==> src/ecr_pkg.sv <==
/*
 * Shared constants, types and helpers for the EEPROM control and readback block.
 * Assumes a 125 MHz internal clock and a byte-wide register engine on the same clock.
 */
package ecr_pkg;

  // ****************************************
  // Register offsets
  // ****************************************
  localparam logic [7:0] ADR_IMG_TOP = 8'h1f;
  localparam logic [7:0] ADR_SCRC    = 8'h2f;
  localparam logic [7:0] ADR_CNT     = 8'h30;
  localparam logic [7:0] ADR_CTL     = 8'h31;
  localparam logic [7:0] ADR_MEM     = 8'h33;
  localparam logic [7:0] ADR_DAT     = 8'h34;
  localparam logic [7:0] ADR_UNLK    = 8'h38;

  // ****************************************
  // Control and status field positions
  // ****************************************
  localparam int BIT_SAVE    = 6;
  localparam int BIT_CRCERR  = 5;
  localparam int BIT_AUTOCRC = 4;
  localparam int BIT_LOAD    = 3;
  localparam int BIT_BUSY    = 2;
  localparam int BIT_ERASE   = 1;
  localparam int BIT_PROG    = 0;

  // ****************************************
  // Values after reset and codes
  // ****************************************
  localparam logic       AUTOCRC_RST = 1'b1;
  localparam logic [7:0] MEMORY_START_ADDRESS_RST  = 8'h00;
  localparam logic [7:0] UNLK_RST    = 8'h00;
  localparam logic [7:0] BYTE_ZERO   = 8'h00;
  localparam logic [7:0] UNLOCK_CODE = 8'hbe;
  localparam logic [7:0] ERASE_VAL   = 8'hff;
  localparam logic [7:0] CNT_MAX     = 8'hff;
  localparam logic [7:0] CRC_POLY    = 8'h07;
  localparam logic [7:0] CRC_INIT    = 8'h00;

  // ****************************************
  // Array layout and timing
  // ****************************************
  localparam int         ARR_WORDS = 32;
  localparam logic [4:0] CRC_IDX   = 5'h1f;
  localparam logic [4:0] CNT_IDX   = 5'h1e;
  localparam int         T_OP_MS   = 115;
  localparam longint     CLK_HZ    = 125_000_000;
  localparam longint     OP_CYC_L  = (longint'(T_OP_MS) * CLK_HZ) / 1000;
  localparam int         OP_CYC    = int'(OP_CYC_L);
  localparam int         FIFO_DEPTH = 16;
  localparam int         DATA_W     = 8;

  // ****************************************
  // Types
  // ****************************************
  typedef enum logic [2:0] {
    ST_IDLE  = 3'b000,
    ST_LOAD  = 3'b001,
    ST_SAVE  = 3'b011,
    ST_ERASE = 3'b010,
    ST_PROG  = 3'b110
  } ecr_state_t;

  typedef struct packed {
    logic       first;
    logic [7:0] data;
  } ecr_wr_t;

  function automatic logic [7:0] ecr_crc8(input logic [7:0] crc, input logic [7:0] din);
    logic [7:0] c;
    c = crc ^ din;
    for (int i = 0; i < 8; i++) begin
      c = c[7] ? ((c << 1) ^ CRC_POLY) : (c << 1);
    end
    return c;
  endfunction : ecr_crc8

endpackage : ecr_pkg

==> src/ecr_ctrl.sv <==
/*
 * EEPROM control and readback: register pointer, commit transfers, guarded erase and
 * program cycles, CRC check and generation, and the streaming read-data port with its FIFO.
 * Assumes a byte-level I2C engine on the same clock that frames transactions with
 * start and stop pulses and drains read bytes through a valid/ready handshake.
 */
// Notes on behaviour
// - Register-commit bit copies register image into SRAM array, then clears itself.
// - CRC mismatch found while loading EEPROM sets the CRC error flag.
// - With auto CRC on, which is the reset value, programming stores computed CRC.
// - EEPROM loads into registers after reset and on load bit; bit self-clears.
// - Register reads are held off while the EEPROM-to-register load runs.
// - Busy reads one for whole erase or program; EEPROM refuses access then.
// - Erase and program set together run erase followed by program.
// - Erase lasts about 115 ms, covered entirely by busy.
// - Program lasts about 115 ms, covered entirely by busy.
// - Memory start address holds seven bits, resets to zero.
// - Internal address auto-increments; the start address register keeps its written value.
// - Array byte address uses only the low five address bits.
// - Each further read in the transaction returns the next EEPROM byte.
// - After first read-data access the register pointer stops incrementing.
// - Streaming ends with the transaction; normal addressing resumes next time.
// - Cycle counter increments after each erase/program cycle, saturating at 255.
`timescale 1ns/1ns

// ****************************************
// Read-data FIFO
// ****************************************
module ecr_fifo #(
  parameter int W = 8,
  parameter int D = 16
) (
  // Clock and reset
  input  logic               clk,
  input  logic               rstn,
  // Filling side
  input  logic               in_valid,
  input  logic [W-1:0]       in_data,
  output logic               in_ready,
  // Draining side
  output logic               out_valid,
  output logic [W-1:0]       out_data,
  input  logic               out_ready,
  // Fill level
  output logic [$clog2(D):0] level
);
  localparam int AW = $clog2(D);
  logic [W-1:0]  mem [D];
  logic [AW-1:0] wp_q;
  logic [AW-1:0] rp_q;
  logic [AW:0]   cnt_q;
  logic [AW:0]   cnt_d;
  logic          push;
  logic          pop;

  assign push      = in_valid && in_ready;
  assign pop       = out_valid && out_ready;
  assign in_ready  = (cnt_q != (AW+1)'(D));
  assign out_valid = (cnt_q != '0);
  assign out_data  = mem[rp_q];
  assign level     = cnt_q;
  assign cnt_d     = cnt_q + (AW+1)'(push) - (AW+1)'(pop);

  always_ff @(posedge clk) begin
    if (!rstn) begin
      wp_q  <= '0;
      rp_q  <= '0;
      cnt_q <= '0;
    end else begin
      if (push) wp_q <= wp_q + AW'(1);
      if (pop) rp_q <= rp_q + AW'(1);
      cnt_q <= cnt_d;
    end
  end

  always_ff @(posedge clk) begin
    if (push) mem[wp_q] <= in_data;
  end
endmodule : ecr_fifo

// ****************************************
// Control core
// ****************************************
module ecr_ctrl
  import ecr_pkg::*;
#(
  parameter int OP_CYCLES = OP_CYC
) (
  // Clock and reset
  input  logic        clk,
  input  logic        rstn,
  // Transaction framing
  input  logic        txn_start,
  input  logic        txn_stop,
  // Byte writes
  input  logic        wr_valid,
  input  ecr_wr_t     wr,
  // Read requests
  input  logic        rd_req,
  output logic        rd_req_ready,
  // Read answers
  output logic        rd_valid,
  output logic [7:0]  rd_data,
  input  logic        rd_ready
);
  localparam int LW = $clog2(FIFO_DEPTH) + 1;

  ecr_state_t  st_q;
  logic [31:0] tmr_q;
  logic [4:0]  idx_q;
  logic [7:0]  crc_q;
  logic        both_q;
  logic [7:0]  ptr_q;
  logic        strm_q;
  logic [4:0]  ea_q;
  logic [7:0]  memory_start_address_q;
  logic [7:0]  unlk_q;
  logic        cur_ok_q;
  logic        prev_ok_q;
  logic        autocrc_q;
  logic        crcerr_q;
  logic [7:0]  scrc_q;
  logic [7:0]  cnt_q;
  logic        rqr_q;
  logic [7:0]  eeprom  [ARR_WORDS] = '{CNT_IDX: BYTE_ZERO, default: ERASE_VAL};
  logic [7:0]  sram    [ARR_WORDS];
  logic [7:0]  reg_img [ARR_WORDS];
  logic        wr_data;
  logic        ctl_wr;
  logic        rd_take;
  logic        busy;
  logic        tmr_end;
  logic        go_ep;
  logic [7:0]  cnt_nx;
  logic [7:0]  ctl_rd;
  logic [7:0]  rd_byte;
  logic [LW-1:0] f_lvl;

  assign wr_data = wr_valid && !wr.first;
  assign ctl_wr  = wr_data && (ptr_q == ADR_CTL);
  assign rd_take = rd_req && rqr_q;
  assign busy    = (st_q == ST_ERASE) || (st_q == ST_PROG);
  assign tmr_end = (tmr_q == 32'(OP_CYCLES - 1));
  assign cnt_nx  = (cnt_q == CNT_MAX) ? cnt_q : cnt_q + 8'h01;
  // Start only from idle and only when the previous transaction unlocked.
  assign go_ep   = ctl_wr && (wr.data[BIT_ERASE] || wr.data[BIT_PROG])
                   && prev_ok_q && (st_q == ST_IDLE);

  // ****************************************
  // Register pointer and streaming
  // ****************************************
  always_ff @(posedge clk) begin
    if (!rstn) begin
      ptr_q <= BYTE_ZERO;
    end else if (wr_valid && wr.first) begin
      ptr_q <= wr.data;
    end else if ((wr_data || rd_take) && ptr_q != ADR_DAT) begin
      ptr_q <= ptr_q + 8'h01;
    end
  end

  always_ff @(posedge clk) begin
    if (!rstn) begin
      strm_q <= 1'b0;
      ea_q   <= 5'h00;
    end else if (txn_start || txn_stop) begin
      strm_q <= 1'b0;
    end else if (rd_take && ptr_q == ADR_DAT && !busy) begin
      strm_q <= 1'b1;
      ea_q   <= (strm_q ? ea_q : memory_start_address_q[4:0]) + 5'h01;
    end
  end

  // ****************************************
  // Unlock tracking
  // ****************************************
  // Any access other than the unlock write spoils the current transaction.
  always_ff @(posedge clk) begin
    if (!rstn) begin
      cur_ok_q  <= 1'b0;
      prev_ok_q <= 1'b0;
    end else if (txn_stop) begin
      prev_ok_q <= cur_ok_q;
      cur_ok_q  <= 1'b0;
    end else if (txn_start) begin
      cur_ok_q <= 1'b0;
    end else if (wr_data) begin
      cur_ok_q <= (ptr_q == ADR_UNLK) && (wr.data == UNLOCK_CODE);
    end else if (rd_take) begin
      cur_ok_q <= 1'b0;
    end
  end

  // ****************************************
  // Software registers
  // ****************************************
  always_ff @(posedge clk) begin
    if (!rstn) begin
      memory_start_address_q  <= MEMORY_START_ADDRESS_RST;
      unlk_q    <= UNLK_RST;
      autocrc_q <= AUTOCRC_RST;
    end else if (wr_data) begin
      if (ptr_q == ADR_MEM) memory_start_address_q <= {1'b0, wr.data[6:0]};
      if (ptr_q == ADR_UNLK) unlk_q <= wr.data;
      if (ctl_wr) autocrc_q <= wr.data[BIT_AUTOCRC];
    end
  end

  // ****************************************
  // Sequencer
  // ****************************************
  // Reset enters the load directly so the image is fetched without software help.
  always_ff @(posedge clk) begin
    if (!rstn) begin
      st_q   <= ST_LOAD;
      idx_q  <= 5'h00;
      crc_q  <= CRC_INIT;
      tmr_q  <= 32'h0;
      both_q <= 1'b0;
    end else begin
      case (st_q)
        ST_IDLE: begin
          idx_q <= 5'h00;
          crc_q <= CRC_INIT;
          tmr_q <= 32'h0;
          if (go_ep) begin
            st_q   <= wr.data[BIT_ERASE] ? ST_ERASE : ST_PROG;
            both_q <= wr.data[BIT_ERASE] && wr.data[BIT_PROG];
          end else if (ctl_wr && wr.data[BIT_SAVE]) begin
            st_q <= ST_SAVE;
          end else if (ctl_wr && wr.data[BIT_LOAD]) begin
            st_q <= ST_LOAD;
          end
        end
        ST_LOAD: begin
          idx_q <= idx_q + 5'h01;
          if (idx_q != CRC_IDX) crc_q <= ecr_crc8(crc_q, eeprom[idx_q]);
          if (idx_q == CRC_IDX) st_q <= ST_IDLE;
        end
        ST_SAVE: begin
          idx_q <= idx_q + 5'h01;
          if (idx_q == CRC_IDX) st_q <= ST_IDLE;
        end
        ST_ERASE: begin
          tmr_q <= tmr_q + 32'h1;
          if (tmr_end) begin
            tmr_q <= 32'h0;
            st_q  <= both_q ? ST_PROG : ST_IDLE;
          end
        end
        ST_PROG: begin
          tmr_q <= tmr_q + 32'h1;
          // CRC is built over the outgoing image while the cell timer runs.
          if (idx_q != CRC_IDX) begin
            idx_q <= idx_q + 5'h01;
            crc_q <= ecr_crc8(crc_q, (idx_q == CNT_IDX) ? cnt_nx : sram[idx_q]);
          end
          if (tmr_end) begin
            tmr_q  <= 32'h0;
            both_q <= 1'b0;
            st_q   <= ST_IDLE;
          end
        end
        default: st_q <= ST_IDLE;
      endcase
    end
  end

  // ****************************************
  // Status and counter
  // ****************************************
  always_ff @(posedge clk) begin
    if (!rstn) begin
      crcerr_q <= 1'b0;
      scrc_q   <= BYTE_ZERO;
      cnt_q    <= BYTE_ZERO;
    end else if (st_q == ST_LOAD && idx_q == CRC_IDX) begin
      crcerr_q <= (crc_q != eeprom[CRC_IDX]);
      scrc_q   <= eeprom[CRC_IDX];
      cnt_q    <= eeprom[CNT_IDX];
    end else if (busy && tmr_end && !(st_q == ST_ERASE && both_q)) begin
      cnt_q <= cnt_nx;
      if (st_q == ST_PROG && autocrc_q) scrc_q <= crc_q;
    end
  end

  // ****************************************
  // Arrays
  // ****************************************
  // The nonvolatile array has no reset, as cells keep their charge, and starts erased with a zero count.
  always_ff @(posedge clk) begin
    if (st_q == ST_ERASE && tmr_end) begin
      for (int i = 0; i < ARR_WORDS; i++) eeprom[i] <= ERASE_VAL;
      if (!both_q) eeprom[CNT_IDX] <= cnt_nx;
    end else if (st_q == ST_PROG && tmr_end) begin
      for (int i = 0; i < ARR_WORDS; i++) eeprom[i] <= sram[i];
      eeprom[CNT_IDX] <= cnt_nx;
      if (autocrc_q) eeprom[CRC_IDX] <= crc_q;
    end
  end

  always_ff @(posedge clk) begin
    if (st_q == ST_SAVE) sram[idx_q] <= reg_img[idx_q];
  end

  always_ff @(posedge clk) begin
    if (st_q == ST_LOAD) begin
      reg_img[idx_q] <= eeprom[idx_q];
    end else if (wr_data && ptr_q <= ADR_IMG_TOP) begin
      reg_img[ptr_q[4:0]] <= wr.data;
    end
  end

  // ****************************************
  // Read path
  // ****************************************
  always_comb begin
    ctl_rd              = BYTE_ZERO;
    ctl_rd[BIT_SAVE]    = (st_q == ST_SAVE);
    ctl_rd[BIT_CRCERR]  = crcerr_q;
    ctl_rd[BIT_AUTOCRC] = autocrc_q;
    ctl_rd[BIT_LOAD]    = (st_q == ST_LOAD);
    ctl_rd[BIT_BUSY]    = busy;
    ctl_rd[BIT_ERASE]   = (st_q == ST_ERASE);
    ctl_rd[BIT_PROG]    = (st_q == ST_PROG) || (st_q == ST_ERASE && both_q);
  end

  always_comb begin
    rd_byte = BYTE_ZERO;
    if (ptr_q <= ADR_IMG_TOP) begin
      rd_byte = reg_img[ptr_q[4:0]];
    end else begin
      case (ptr_q)
        ADR_SCRC: rd_byte = scrc_q;
        ADR_CNT:  rd_byte = cnt_q;
        ADR_CTL:  rd_byte = ctl_rd;
        ADR_MEM:  rd_byte = memory_start_address_q;
        ADR_UNLK: rd_byte = unlk_q;
        ADR_DAT:  rd_byte = busy ? BYTE_ZERO
                            : eeprom[strm_q ? ea_q : memory_start_address_q[4:0]];
        default:  rd_byte = BYTE_ZERO;
      endcase
    end
  end

  // Ready is registered, so it looks one entry ahead to keep the FIFO from overrunning.
  always_ff @(posedge clk) begin
    if (!rstn) begin
      rqr_q <= 1'b0;
    end else begin
      rqr_q <= (st_q != ST_LOAD) && !(st_q == ST_IDLE && ctl_wr && wr.data[BIT_LOAD])
               && (f_lvl < LW'(FIFO_DEPTH - 1));
    end
  end

  assign rd_req_ready = rqr_q;

  ecr_fifo #(
    .W (DATA_W),
    .D (FIFO_DEPTH)
  ) u_fifo (
    .clk       (clk),
    .rstn      (rstn),
    .in_valid  (rd_take),
    .in_data   (rd_byte),
    .in_ready  (),
    .out_valid (rd_valid),
    .out_data  (rd_data),
    .out_ready (rd_ready),
    .level     (f_lvl)
  );

endmodule : ecr_ctrl

==> config.mk <==
export PLATFORM = sky130hd
export DESIGN_NAME = ecr_ctrl
export DESIGN_NICKNAME = d
export VERILOG_FILES = /design/src/ecr_pkg.sv /design/src/ecr_ctrl.sv
export SDC_FILE = /design/constraint.sdc
export NUM_CORES = 2
export LEC_CHECK = 0
export BUFFER_PORTS_ARGS = -buffer_cell sky130_fd_sc_hd__buf_2
export CAP_MARGIN = 10
export CELL_PAD_IN_SITES_DETAIL_PLACEMENT = 0
export CELL_PAD_IN_SITES_GLOBAL_PLACEMENT = 1
export CORE_MARGIN = 2
export CORE_UTILIZATION = 40
export CTS_CLUSTER_DIAMETER = 150
export DETAILED_ROUTE_END_ITERATION = 8
export HOLD_SLACK_MARGIN = 0.06
export PLACE_DENSITY = 0.66
export SYNTH_ARGS = -nofsm -noshare
export SYNTH_HDL_FRONTEND = slang
export SYNTH_SLANG_ARGS = --single-unit
==> constraint.sdc <==
create_clock -name clk -period 9.43 [get_ports clk]
set_input_delay 1.4145 -clock clk [delete_from_list [all_inputs] [get_ports clk]]
set_output_delay 1.4145 -clock clk [all_outputs]
set_load 0.05 [all_outputs]
; ---- Word-level counts from Yosys, hierarchy flattened
; Memory sizes are Yosys's and may differ from the RTL's. A register that Yosys moved wholly into a read port is not among the register bits.
; Cells that the tools add are included.
[word_totals]
regBits = 112
ramBits = 896
out_inout_bits = 10
mem_count = 4
[classes]
n_addsub = 9
n_lt_le_gt_ge = 2
n_eq_ne = 27
muxes = 119
bitwise = 55
n_reduce_logical = 61
[memory_table]
columns = name, words, word_bits, read_ports, rd_ports_with_merged_regs, wr, line_no
row1 = eeprom, 32, 8, 4, 1, 32, ecr_ctrl.sv:125  ; logic [7:0] eeprom [ARR_WORDS] = '{CNT_IDX: BYTE_ZERO, default: ERASE_VAL};
row2 = reg_img, 32, 8, 2, 2, 1, ecr_ctrl.sv:127  ; logic [7:0] reg_img [ARR_WORDS];
row3 = sram, 32, 8, 33, 1, 1, ecr_ctrl.sv:126  ; logic [7:0] sram [ARR_WORDS];
row4 = u_fifo.mem, 16, 8, 1, 1, 1, ecr_ctrl.sv:48  ; logic [W-1:0] mem [D];
[op_table]
columns = cell, n
row1 = two-way mux 8 bit, 49
row2 = two-way mux 3 bit, 24
row3 = case mux 32 bit (2 select lines), 1
row4 = two-way mux 5 bit, 11
row5 = == test 8 x 6 -> 1 bit (second input constant), 6
row6 = NOT 3 bit, 16
row7 = case mux 8 bit (6 select lines), 1
row8 = OR 1 bit, 35
row9 = adder 32 x 1 -> 32 bit (second input constant), 1
row10 = == test 32 x 24 -> 1 bit (second input constant), 1
row11 = two-way mux 32 bit, 1
row12 = logical AND 1 bit, 28
row13 = two-way mux 1 bit, 26
row14 = case mux 8 bit (3 select lines), 1
row15 = adder 8 x 1 -> 8 bit (second input constant), 2
row16 = == test 8 bit (second input constant), 2
row17 = bitwise XOR 8 bit, 2
row18 = case mux 5 bit (3 select lines), 1
row19 = case mux 3 bit (4 select lines), 1
row20 = AND reduction 2 bit, 6
row21 = nonzero test 2 bit, 6
row22 = adder 5 x 1 -> 5 bit (second input constant), 2
row23 = == test 5 bit (second input constant), 2
row24 = != test 5 bit (second input constant), 2
row25 = other kinds (27), 46

; ---- Depth between registers and ports, before layout
[logic_depth]
ltp_word = 22
mapped_depth = 14

; ---- Modules after synthesis
; A second synthesis with hierarchy kept.
[hier_totals]
hier_cells = 3421
hier_area_um2 = 48517.8
[modules_own_cells]
columns = mod, n_inst, cells_per_inst, area_per_inst_um2, seq_area_each_um2
row1 = ecr_ctrl, 1, 3113, 42639.6, 25244.2
row2 = ecr_fifo, 1, 308, 5878.1, 4184.0

; ---- Worst setup path after synthesis
; Ideal clock, no wire load.
[synth_path]
kind = reg2reg
from = reg tmr_q[15]
to = mem eeprom[31][0] (data pin)
setup_time_ps = 270
t_arrival_ps = 5819
setup_slack_ps = 3341
stages_incl_launch_ff = 10
n_path_buf = 2
synth_period_minus_slack_ps = 6089
path_cell_list = dfxtp_1 -> or4_1 -> or3_1 -> or4_1 -> clkbuf_1 -> nor2_1 -> buf_2 -> nand2_1 -> o22ai_1 -> a21oi_1
[synth_rtl]
columns = element, line_no
row1 = from (decl), ecr_ctrl.sv:109  ; logic [31:0] tmr_q;
row2 = from (signal assigned), ecr_ctrl.sv:245  ; tmr_q <= tmr_q + 32'h1;
row3 = from (signal assigned), ecr_ctrl.sv:252  ; tmr_q <= tmr_q + 32'h1;
row4 = to (decl), ecr_ctrl.sv:125

; ---- Final worst setup path
[layout_path]
from = reg strm_q
to = mem u_fifo.mem[6][0] (data pin)
[layout_between]
elab_chain_len = 5
[layout_lines]
columns = element, line_no
row1 = from (decl), ecr_ctrl.sv:114  ; logic strm_q;
row2 = from (signal assigned), ecr_ctrl.sv:164  ; strm_q <= 1'b0;
row3 = from (signal assigned), ecr_ctrl.sv:167  ; strm_q <= 1'b0;
row4 = from (signal assigned), ecr_ctrl.sv:169  ; strm_q <= 1'b1;
row5 = two-way mux 5 bit, ecr_ctrl.sv:340  ; : eeprom[strm_q ? ea_q : memory_start_address_q[4:0]];
row6 = memory read (32 x 8 bit), --
row7 = two-way mux 8 bit, ecr_ctrl.sv:339  ; ADR_DAT: rd_byte = busy ? BYTE_ZERO
row8 = case mux 8 bit (6 select lines), ecr_ctrl.sv:333  ; case (ptr_q)
row9 = two-way mux 8 bit, ecr_ctrl.sv:330  ; if (ptr_q <= ADR_IMG_TOP) begin
row10 = net rd_byte[0], ecr_ctrl.sv:136  ; logic [7:0] rd_byte;
row11 = to (decl), ecr_ctrl.sv:48
; The timed path passes the listed nets, and every way through them passes these cells.

==> impl_metrics.env <==
export IMPL_status="complete, no violations"
export IMPL_rrSetupSlack_ns=4.41
export IMPL_antenna_found_initial=2
export IMPL_r2r_start="strm_q$_SDFFE_PP0P_"
export IMPL_post_route_min_period_ns=5.02
export IMPL_fin_nets=3343
export IMPL_end_kind="flip-flop"
export IMPL_grt_usage_pct=22.3
export IMPL_dr_total_vias=29100
export IMPL_min_delay_path_depth=2
export IMPL_ys_seq_area_share_pct=61.3
export IMPL_min_to="unlk_q[3]$_SDFFE_PN0P_"
export IMPL_hold_class="reg2reg"
export IMPL_path_max_fanout=131
export IMPL_fin_skew_ns=0.0581
export IMPL_hold_viol_final=0
export IMPL_cp_required_ns=9.81
export IMPL_post_cts_buffers=0
export IMPL_clockRootBuffer="clkbuf_16"
export IMPL_dr_pass1_iters=8
export IMPL_dieArea_um2=123000
export IMPL_clk_pin_slew_worst_paths_ns=0.06
export IMPL_ff2ff_path_depth=11
export IMPL_rows=127
export IMPL_antenna_cells=0
export IMPL_ys_flop_type="edfxtp_1"
export IMPL_ir_worst_vdd_uv=173
export IMPL_io_buffers=25
export IMPL_critPathKind="reg2reg"
export IMPL_yosys_area_top_type="edfxtp_1"
export IMPL_maxCapViolCount=0
export IMPL_initial_core_util_pct=40.2
export IMPL_r2r_end="u_fifo.mem[6][0]$_DFFE_PP_"
export IMPL_hold_buffers=0
export IMPL_drive_gt1_share_pct=22.7
export IMPL_p_per_area_nw_per_um2=203
export IMPL_h_tree_depth=3
export IMPL_grt_max_degree=155
export IMPL_synth_seq_cells=1022
export IMPL_worst_slew_pin_slew_ns=1.37
export IMPL_crit_path_start="strm_q$_SDFFE_PP0P_"
export IMPL_synthArstFlopShare_pct=0
export IMPL_syn2layout_area_growth_pct=11.6
export IMPL_cts_resized=0
export IMPL_numCtsBuffers=113
export IMPL_finalCritPeriodShare_pct=53.3
export IMPL_vias_per_cell=5.81
export IMPL_path_cells="mux2i_4, buf_12, inv_4, buf_4, nand2_1, and3_1, a311oi_1, a311oi_1, a21oi_1, a21oi_1, o21ai_1"
export IMPL_synth_fp_nets=3381
export IMPL_yosysWarnings=0
export IMPL_grt_pass1_wl_mm=200
export IMPL_clk_latency_ns=0.74
export IMPL_ios=26
export IMPL_power_w=0.0109
export IMPL_cts_tree="done"
export IMPL_post_route_util_pct=44.9
export IMPL_yosysUniqueCellTypes=75
export IMPL_synth_edf_count=896
export IMPL_grt_pass1_vias=29000
export IMPL_synth_top_cell_area_share_pct=56.0
export IMPL_avgRoutedWirePerCell_um=27.3
export IMPL_core_um2=119000
export IMPL_synthCells=3340
export IMPL_crit_buf_inv=3
export IMPL_fin_ws_ns=4.41
export IMPL_synth_area_um2=48000
export IMPL_drtAntennaViolNets=0
export IMPL_wl_mm=137
export IMPL_worstPathArrival_ns=5.41
export IMPL_drc=0
export IMPL_setup_violations=0
export IMPL_synthTopCellsByArea="edfxtp_1 56%, mux4_2 15%, dfxtp_1 5.3%"
export IMPL_cp_top_family="compound AO/OA/AOI/OAI gates"
export IMPL_p_leak_nw=16.9
export IMPL_rsz0062_at_grt="false"
export IMPL_critPathLaunchType="flip-flop"
export IMPL_tns_ns=0
export IMPL_cts_sinks=1022
export IMPL_timing_fmax_mhz=199
export IMPL_cts_buffer_depth=3
export IMPL_first_iter_violations=3125
export IMPL_synth_area_per_cell_um2=14.4
export IMPL_overflow=0
export IMPL_finalWeightedCongestion=0.839
export IMPL_dp_slack_ns=4.52
export IMPL_hp_start="unlk_q[3]$_SDFFE_PN0P_"
export IMPL_finalMaxSlewViolations=0
export IMPL_dieWidth_um=350
export IMPL_die_y_um=350
export IMPL_slew_limit_headroom_pct=8.59
export IMPL_hpwlAfterDp_mm=86.4
export IMPL_cp_slowest_stage_delay_ns=0.78
export IMPL_cp_slowest_cell="buf_4"
==> worst register-to-register path, cell delays in order (launching register included) <==
cell and delay (ns):
dfxtp_1 0.71, mux2i_4 0.14, buf_12 0.24, inv_4 0.78, buf_4 0.79, nand2_1 0.16, and3_1 0.20, a311oi_1 0.26
a311oi_1 0.10, a21oi_1 0.33, a21oi_1 0.20, o21ai_1 0.78
==> cells by family (layout without fill, tap and decap cells) <==
family                     count (synthesis)  count (layout)  synth area share (%)
AOI/OAI and AO/OA                        354             354                  5.03
buffers and inverters                    269             327                  2.46
adders and majority gates                 25              25                 0.667
DFF                                     1022            1022                  61.3
muxes                                    415             415                  17.4
xor gates and xnor gates                  77              77                  1.51
and+or+nand+nor                         1178            1178                  11.7
==> worst max path at each step <==
stage                     cells past startpoint  slack (ns)                          end
after floorplan                               9        3.34  eeprom[31][0]$_SDFFCE_PP1P_
after detailed placement                     11        4.52   u_fifo.mem[0][0]$_DFFE_PP_
final                                        11        4.41   u_fifo.mem[6][0]$_DFFE_PP_
after global routing                         11        4.15  u_fifo.mem[10][0]$_DFFE_PP_
after CTS                                    11        4.50  u_fifo.mem[10][0]$_DFFE_PP_
after global placement                       11        4.65   u_fifo.mem[3][0]$_DFFE_PP_
==> report_power, final <==
part	switching, W	internal [W]
clock	0.00188	0.00257
sequential	0.0000959	0.00504
combinational	0.000730	0.000570
==> registers in the layout, indices dropped and copies added (netlist names), 5 cells and up, named ones only <==
register,count
cnt_q,8
crc_q,8
ea_q,5
eeprom,256
idx_q,5
memory_start_address_q,7
ptr_q,8
reg_img,256
scrc_q,8
sram,256
tmr_q,32
u_fifo.level,5
u_fifo.mem,128
unlk_q,8
==> Yosys cell counts (33+ instances only) <==
library cell,instances
nand3_1,100
or2_2,131
nor3_1,37
nor2_1,233
o21ai_0,35
a31oi_1,33
or2_1,115
dfxtp_1,126
xnor2_1,41
a311oi_1,62
a21oi_1,99
nand2_1,418
edfxtp_1,896
buf_1,34
mux4_2,312
clkbuf_1,156
mux2i_1,78
and3_1,56
==> through the flow <==
stage | instances | instance area, um2 | hold slack [ns]
after floorplan | 3340 | 48000 | 0.429
after global placement | 4797 | 49800 | 0.449
after detailed placement | 4797 | 49800 | 0.454
after CTS | 5008 | 53600 | 0.462
after global routing | 5010 | 53600 | 0.475
final | 5010 | 53600 | 0.460
==> layout make-up <==
type | instances | area, um2
Fill cell | 10700 | 65900
Multi-Input combinational cell | 2049 | 17600
Inverter | 27 | 105
Clock inverter | 68 | 751
Timing Repair Buffer | 89 | 659
Clock buffer | 143 | 3000
Sequential cell | 1022 | 29500
Tap cell | 1612 | 2020
==> layer usage <==
| metal | track usage (%) | wire (um) | vias up |
|---|---|---|---|
| met5 | 0 | 21 | - |
| li1 | - | - | 12800 |
| met4 | 7.09 | 4390 | 4 |
| met1 | 31.2 | 58600 | 15000 |
| met3 | 3.26 | 8610 | 229 |
| met2 | 36.1 | 65300 | 1029 |
==> cell usage in the layout, fill, tap and decap left out, types with 10 or more instances in the layout <==
master and n:
buf_4 59, mux2i_1 74, and3_1 56, or2_2 131
xor2_1 31, a21oi_1 91, nand3_1 100, xnor2_1 41
or2_1 115, nand4_1 14, clkinv_1 20, inv_1 24
dfxtp_1 118, bufinv_16 11, o21ai_0 32, buf_2 25
a211oi_1 24, nand2b_1 16, nor3_1 33, clkinv_2 20
mux4_1 16, o22ai_1 12, clkbuf_16 114, a22oi_1 14
nor2_1 203, edfxtp_1 896, a31oi_1 33, and2_1 13
ha_1 24, nand2_1 417, clkbuf_1 25, mux4_2 312
nor4_1 11, nor2b_1 10, a221oi_1 18, nor2_2 29
a311oi_1 62
No activity file was read; power rests on OpenSTA's default activity.
